==> config.mk <==
export PLATFORM = sky130hd
export DESIGN_NAME = mcp_top
export DESIGN_NICKNAME = d
export VERILOG_FILES = /design/src/hw/mcp_pkg.sv /design/src/hw/mcp_channel.sv /design/src/hw/mcp_top.sv
export SDC_FILE = /design/constraint.sdc
export NUM_CORES = 1
export LEC_CHECK = 0
export ABC_CLOCK_PERIOD_IN_PS = 4900
export BUFFER_PORTS_ARGS = -buffer_cell sky130_fd_sc_hd__buf_2
export CORE_MARGIN = 2
export CORE_UTILIZATION = 58
export CTS_CLUSTER_DIAMETER = 30
export CTS_CLUSTER_SIZE = 16
export DETAILED_ROUTE_END_ITERATION = 8
export GPL_ROUTABILITY_DRIVEN = 0
export PLACE_DENSITY = 0.85
export SLEW_MARGIN = 25
export SYNTH_ARGS = -nofsm -noshare
export SYNTH_HDL_FRONTEND = slang
export SYNTH_SLANG_ARGS = --single-unit
==> constraint.sdc <==
create_clock -name clk_i -period 4.9 [get_ports clk_i]
set_clock_uncertainty 0.05 [all_clocks]
set_input_delay 0.49 -clock clk_i [delete_from_list [all_inputs] [get_ports clk_i]]
set_output_delay 0.49 -clock clk_i [all_outputs]
set_load 0.1 [all_outputs]
==> src/hw/mcp_pkg.sv <==
// Package for the three-channel PWM output block.
// Assumes a classic Wishbone slave with byte-wide registers in the low data lane.
package mcp_pkg;
  // Register indices (word offsets in the device map), byte address = 4 * index
  localparam logic [25:0] MCP_IDX_CH2_DUTY = 26'h1FF80C4;
  localparam logic [25:0] MCP_IDX_CH2_SEL  = 26'h1FF80C5;
  localparam logic [25:0] MCP_IDX_CH3_DUTY = 26'h1FF80C6;
  localparam logic [25:0] MCP_IDX_CH3_SEL  = 26'h1FF80C7;
  localparam logic [25:0] MCP_IDX_CH4_DUTY = 26'h1FF80C8;
  localparam logic [25:0] MCP_IDX_CH4_SEL  = 26'h1FF80C9;
  localparam logic [25:0] MCP_IDX_PINCFG   = 26'h1FF80CA;
  localparam int          MCP_ADDR_W       = 28;
  localparam int          MCP_IDX_LSB      = 2;
  // Fields of the upper control byte (bit 15 -> 7, bit 8 -> 0)
  localparam int          MCP_SEL_BIT      = 7;
  localparam int          MCP_DIV_BIT      = 0;
  // Fields of the pin-config register
  localparam int          MCP_CFG_FLASH9   = 0;
  localparam int          MCP_CFG_GPIO4    = 1;
  localparam int          MCP_CFG_GPIO7    = 2;
  localparam logic [7:0]  MCP_DUTY_RST     = 8'h00;
  localparam logic [7:0]  MCP_SEL_RST      = 8'h00;
  localparam logic [7:0]  MCP_CFG_RST      = 8'h00;
  localparam int          MCP_PERIOD       = 256;
  localparam int          MCP_CHANNELS     = 3;
  // Pin source choices
  typedef enum logic [1:0] {MCP_SRC_BASE, MCP_SRC_ALT, MCP_SRC_PWM} mcp_src_type;
endpackage

==> src/hw/mcp_channel.sv <==
// One PWM channel: divider, 8-bit counter, duty compare.
// Assumes duty and divider come from registers on the same clock.
`timescale 1ns/1ps
module mcp_channel
  import mcp_pkg::*;
#(
  parameter int CNT_W = 8
)(
  input  wire logic             clk_i,
  input  wire logic             rst_i,
  input  wire logic [CNT_W-1:0] duty_i,
  input  wire logic             div_i,
  output logic                  pwm_o,
  output logic                  wrap_o
);
  // Counter width must give exactly one period of steps
  if (CNT_W < 1 || (1 << CNT_W) != MCP_PERIOD)
  begin : g_bad_width
    $error("CNT_W must match the period");
  end

  logic             tick_reg;
  logic [CNT_W-1:0] cnt_reg;
  logic [CNT_W-1:0] duty_reg;
  logic             pwm_reg;
  wire logic        step = !div_i || tick_reg;
  wire logic        wrap = step && (cnt_reg == {CNT_W{1'b1}});
  wire logic [CNT_W-1:0] cnt_next  = wrap ? '0 : cnt_reg + 1'b1;
  wire logic [CNT_W-1:0] duty_next = wrap ? duty_i : duty_reg;
  wire logic        pwm_next = (cnt_next <= duty_next);

  always_ff @(posedge clk_i)
  begin
    if (rst_i)
    begin
      tick_reg <= 1'b0;
      cnt_reg  <= '0;
      duty_reg <= '0;
      pwm_reg  <= 1'b1;
    end
    else
    begin
      tick_reg <= div_i ? !tick_reg : 1'b0;
      if (step)
      begin
        cnt_reg  <= cnt_next;
        duty_reg <= duty_next;
        pwm_reg  <= pwm_next;
      end
    end
  end

  assign pwm_o  = pwm_reg;
  assign wrap_o = wrap;
endmodule

==> src/hw/mcp_top.sv <==
// Three PWM channels (2..4) with shared-pin muxing, classic Wishbone slave.
// Assumes the pin alternates arrive from same-clock logic; gpio inputs from pins.
//
// How it works
// Ch2 pin: flash select, NAND select, or PWM
// Ch3 pin: gpio five, chip select three, or PWM
// Ch4 pin: gpio ten, modem port line, or PWM
// Channel clock is auxiliary clock over divider plus one
// Period spans 256 divided channel clocks
// High for duty plus one of 256
// Low for the remaining steps
// Duty resolution from an 8-bit counter
// Free counter; new duty loads at boundary
`timescale 1ns/1ps
module mcp_top
  import mcp_pkg::*;
(
  input  wire logic                  clk_i,
  input  wire logic                  rst_i,
  input  wire logic                  cyc_i,
  input  wire logic                  stb_i,
  input  wire logic                  we_i,
  input  wire logic [3:0]            sel_i,
  input  wire logic [MCP_ADDR_W-1:0] adr_i,
  input  wire logic [31:0]           dat_i,
  output logic      [31:0]           dat_o,
  output logic                       ack_o,
  input  wire logic                  flash_select_one_n_i,
  input  wire logic                  nand_select_one_n_i,
  input  wire logic                  chip_select_three_n_i,
  input  wire logic                  modem_core_port_line_i,
  input  wire logic                  gpio5_out_i,
  input  wire logic                  gpio5_oe_i,
  input  wire logic                  gpio10_out_i,
  input  wire logic                  gpio10_oe_i,
  input  wire logic                  pin_two_i,
  input  wire logic                  pin_three_i,
  input  wire logic                  pin_four_i,
  output logic                       gpio5_in_o,
  output logic                       gpio10_in_o,
  output logic                       pin_two_o,
  output logic                       pin_two_oe_o,
  output logic                       pin_three_o,
  output logic                       pin_three_oe_o,
  output logic                       pin_four_o,
  output logic                       pin_four_oe_o,
  output logic                       waveform_out_two_o,
  output logic                       waveform_out_three_o,
  output logic                       waveform_out_four_o
);
  // ------------------------------------------------------------
  // Register file
  // ------------------------------------------------------------
  logic [7:0] duty_reg [MCP_CHANNELS];
  logic [7:0] ctl_reg  [MCP_CHANNELS];
  logic [7:0] cfg_reg;
  logic       ack_reg;
  logic [7:0] rdata_reg;
  logic [2:0] pwm;

  wire logic [25:0] idx    = adr_i[MCP_ADDR_W-1:MCP_IDX_LSB];
  wire logic        req    = cyc_i && stb_i && !ack_reg;
  wire logic        wr     = req && we_i && sel_i[0];
  wire logic [7:0]  wdata  = dat_i[7:0];
  wire logic        hit_d2 = (idx == MCP_IDX_CH2_DUTY);
  wire logic        hit_s2 = (idx == MCP_IDX_CH2_SEL);
  wire logic        hit_d3 = (idx == MCP_IDX_CH3_DUTY);
  wire logic        hit_s3 = (idx == MCP_IDX_CH3_SEL);
  wire logic        hit_d4 = (idx == MCP_IDX_CH4_DUTY);
  wire logic        hit_s4 = (idx == MCP_IDX_CH4_SEL);
  wire logic        hit_cf = (idx == MCP_IDX_PINCFG);
  wire logic [2:0]  hit_d  = {hit_d4, hit_d3, hit_d2};
  wire logic [2:0]  hit_s  = {hit_s4, hit_s3, hit_s2};
  // Unused select bits 14..9 read as zero
  wire logic [7:0]  ctl_mask = (8'h01 << MCP_SEL_BIT) | (8'h01 << MCP_DIV_BIT);
  wire logic [7:0]  cfg_mask = (8'h01 << MCP_CFG_FLASH9) | (8'h01 << MCP_CFG_GPIO4) | (8'h01 << MCP_CFG_GPIO7);
  wire logic [7:0]  rdata =
    hit_d2 ? duty_reg[0] : hit_s2 ? ctl_reg[0] :
    hit_d3 ? duty_reg[1] : hit_s3 ? ctl_reg[1] :
    hit_d4 ? duty_reg[2] : hit_s4 ? ctl_reg[2] :
    hit_cf ? cfg_reg : 8'h00;

  always_ff @(posedge clk_i)
  begin
    if (rst_i)
    begin
      ack_reg   <= 1'b0;
      rdata_reg <= 8'h00;
      cfg_reg   <= MCP_CFG_RST;
    end
    else
    begin
      ack_reg   <= req;
      rdata_reg <= rdata;
      if (wr && hit_cf)
        cfg_reg <= wdata & cfg_mask;
    end
  end

  // ------------------------------------------------------------
  // Channels
  // ------------------------------------------------------------
  for (genvar c = 0; c < MCP_CHANNELS; c++)
  begin : g_ch
    always_ff @(posedge clk_i)
    begin
      if (rst_i)
      begin
        duty_reg[c] <= MCP_DUTY_RST;
        ctl_reg[c]  <= MCP_SEL_RST;
      end
      else
      begin
        if (wr && hit_d[c])
          duty_reg[c] <= wdata;
        if (wr && hit_s[c])
          ctl_reg[c] <= wdata & ctl_mask;
      end
    end
    mcp_channel #(.CNT_W(8)) u_ch (
      .clk_i  (clk_i),
      .rst_i  (rst_i),
      .duty_i (duty_reg[c]),
      .div_i  (ctl_reg[c][MCP_DIV_BIT]),
      .pwm_o  (pwm[c]),
      .wrap_o ()
    );
  end

  assign ack_o = ack_reg;
  assign dat_o = {24'h000000, rdata_reg};
  assign waveform_out_two_o   = pwm[0];
  assign waveform_out_three_o = pwm[1];
  assign waveform_out_four_o  = pwm[2];

  // ------------------------------------------------------------
  // Shared pin muxing
  // ------------------------------------------------------------
  wire logic en2 = cfg_reg[MCP_CFG_FLASH9];
  wire logic en3 = cfg_reg[MCP_CFG_GPIO4];
  wire logic en4 = cfg_reg[MCP_CFG_GPIO7];
  wire logic os2 = ctl_reg[0][MCP_SEL_BIT];
  wire logic os3 = ctl_reg[1][MCP_SEL_BIT];
  wire logic os4 = ctl_reg[2][MCP_SEL_BIT];

  assign pin_two_o = !en2 ? flash_select_one_n_i :
                     !os2 ? nand_select_one_n_i : pwm[0];
  assign pin_two_oe_o = 1'b1;
  assign pin_three_o  = !en3 ? gpio5_out_i : !os3 ? chip_select_three_n_i : pwm[1];
  assign pin_three_oe_o = !en3 ? gpio5_oe_i : 1'b1;
  assign pin_four_o   = !en4 ? gpio10_out_i : !os4 ? modem_core_port_line_i : pwm[2];
  assign pin_four_oe_o  = !en4 ? gpio10_oe_i : 1'b1;

  // Pin reads for gpio, two-stage synchronised
  logic [2:0] s1_reg;
  logic [2:0] s2_reg;
  always_ff @(posedge clk_i)
  begin
    if (rst_i)
    begin
      s1_reg <= 3'h0;
      s2_reg <= 3'h0;
    end
    else
    begin
      s1_reg <= {pin_four_i, pin_three_i, pin_two_i};
      s2_reg <= s1_reg;
    end
  end
  assign gpio5_in_o  = s2_reg[1];
  assign gpio10_in_o = s2_reg[2];
endmodule

==> metrics.txt <==
# hold bufs at CTS=0; clock latency on the worst-skew pair=0.36 ns; clk slew on worst S/H paths=0.09 ns; R2R cell count=11; Fmax=between 200 and 300 MHz; RSZ-0062 raised after global routing=no; Area contributors post-synth=dfxtp_1, edfxtp_1, ha_1; chip width=between 90 and 100 µm; # diodes=0; CP bufs+invs=0; Via density=slightly below 6; crit-path most repeated cell=ha_1; slew margin rel.=46.82%; Synth Register Bits=100; largest net degree at the start of global routing=78; Die H=99.30 µm; Post-Synthesis Cells=around 540; post-route ant nets=0; cell area after placement=~5500 µm²; CTS Root Buffer Type=clkbuf_8; Post-synth EDFFs=30; CP max-delay cell=and3_1; NumNets Final=approximately 700; first-pass GRT wire length=approximately 19000 µm; mapped cell area=roughly 5300 µm²; YS warnings=0; CTS tree=yes; min cycle time layout=about 3.6 ns; Synth cell types=56; CP Launch Type=flip-flop; CTS max path bufs=2; Final Setup Violations=0; PostCTS Resize Cnt=0; commonest non-fill, non-tap cells in the layout=dfxtp_1, buf_2, nor2_1; Synth Flop Type=dfxtp_1; Leak=~2.5 nW; type of the most critical hold path=input port to flip-flop; Hold EP=s1_reg[2]; Worst path top cell family by delay=simple AND/OR/NAND/NOR gates; Row Count=34; Pre-antenna DRT Iters=5; Slew @ Worst Pin=0.7978 ns; period utilization=74.12%; reg2reg start=g_ch[0].u_ch.cnt_reg[0]; Avg Cell Area, Syn=9.791 µm²; routed length per instance=16.13 µm; flop-to-flop setup slack=approximately 1.3 ns; initial antenna violation count=0; PwrDens=approximately 300 nW/µm²; PortBufs=between 60 and 70; setup TNS=0 ns; Worst setup EP type=flip-flop; Hold Vio Cnt, Final=0; Synth area leader=dfxtp_1; Max Cap Violations=0; number of I/O pins=124; Starting Density=between 60% and 70%; 1st-iter DRT viols=approximately 240; Synth top area share=between 20% and 30%; via count=4151; status=completed; worst vdd ir=155.0 µV; total CTS buffers=9; WHS Path Cells=2; die area=~9900 µm²; worst path cell trace=ha_1, nand3_1, nor3_1, and3_1, mux2i_1, ha_1, nor2b_1, o21a_1, o21ai_0, a21oi_1, o41ai_1; Crit Path Class=flip-flop to flip-flop; Worst EP required=~5.1 ns; Remaining DRCs=0; asr flop ratio synth=0%; sequential cell area fraction in the yosys report=43.71%; Critical R2R Capture=g_ch[0].u_ch.pwm_o; layout cells sized above 1=17.95%; vias in the first global route=4049; H-tree depth=3; CP arrival=approximately 3.8 ns; CTS Sinks=100; Overall Global Routing Usage=between 20% and 30%; number of post-CTS setup repair buffers=0; CP max FO=18; max-slew violation count=0; fin area=a little under 6000 µm²; critical path's largest stage delay=about 0.73 ns; Final HPWL DP=between 8000 and 9000 µm; min-delay src=pin_four_i; Area Growth Syn to Fin=9.620%; Core ar.=between 8000 and 9000 µm²; final WL=11360 µm; commonest non-fill, non-tap cell in the layout=dfxtp_1; total gr overflow=0
how the worst max path moves through the flow:
stage	startpoint	to	depth (start not counted)
6_report	g_ch[0].u_ch.cnt_reg[0]	g_ch[0].u_ch.pwm_o	11
5_1_grt	g_ch[0].u_ch.cnt_reg[0]	g_ch[0].u_ch.pwm_o	11
4_1_cts	g_ch[0].u_ch.cnt_reg[0]	g_ch[0].u_ch.pwm_o	11
3_5_place_dp	g_ch[0].u_ch.cnt_reg[0]	g_ch[0].u_ch.pwm_o	11
3_3_place_gp	g_ch[0].u_ch.cnt_reg[0]	g_ch[0].u_ch.pwm_o	11
2_1_floorplan	g_ch[2].u_ch.pwm_o	pin_four_o	2
report_power, final:
part | leakage [nW] | switching [mW] | internal, mW | total (mW)
Sequential | 0.871 | 0.0180 | 0.871 | 0.889
Combinational | 1.53 | 0.206 | 0.0598 | 0.265
Clock | 0.114 | 0.275 | 0.310 | 0.584
Total | 2.52 | 0.499 | 1.24 | 1.74
metrics by stage:
stage                     power (mW)  instances  worst slack [ns]  utilization [%]  hold WS [ns]
after global routing           1.799        704            0.8893            65.89        0.2877
final                          1.739        704             1.268            65.89        0.2954
after global placement         1.164        688             1.571            63.25        0.3698
after detailed placement       1.172        688             1.361            63.25        0.3778
after CTS                      1.739        704             1.312            65.89        0.2944
after floorplan                1.133        561             1.721                -        0.3638
logic make-up (layout without fill, tap and decap cells):
logic type	Yosys count	count (layout)	synth area share, %
other	2	25	0.1426
AOI/OAI and AO/OA	81	81	10.78
xor gates and xnor gates	24	24	3.991
DFF	100	100	43.71
muxes	33	33	6.437
and+or+nand+nor	216	216	22.59
buffers and inverters	55	90	5.938
adders and majority gates	27	27	6.413
layout make-up:
| class | count | area (µm²) |
|---|---|---|
| clock buffer | 14 | 193.9 |
| timing repair buffer | 69 | 347.8 |
| inverter | 5 | 18.77 |
| tap | 108 | 135.1 |
| fill | 693 | 2989 |
| multi-input combinational | 406 | 2739 |
| clock inverter | 2 | 37.54 |
| sequential | 100 | 2302 |
routing by layer:
metal / share of wire (%) / vias to the layer above / wire length (µm) / track usage (%)
li1: - / 1984 / - / -
met1: 42 / 1953 / 4796 / 30.37
met2: 48 / 183 / 5475 / 40.38
met3: 7.1 / 31 / 807 / 3.865
met4: 2.5 / 0 / 279 / 8.851
met5: 0 / - / 0 / 0
cell usage after synthesis, drive strengths merged, types with 4 or more instances:
library cell,instances
nand3,12
dfxtp,70
nor3b,4
xor2,9
nand2,24
xnor2,15
a41o,4
buf,34
or3,9
ha,27
o211a,9
edfxtp,30
o21ai,7
and3,14
and2,24
nor4,4
nor3,31
nand4,6
or2,5
nor2,49
a21o,5
inv,5
mux2,7
nand2b,6
clkbuf,16
a21oi,32
nor2b,18
mux2i,26
Note: power is estimated with default switching activity, not from simulation.
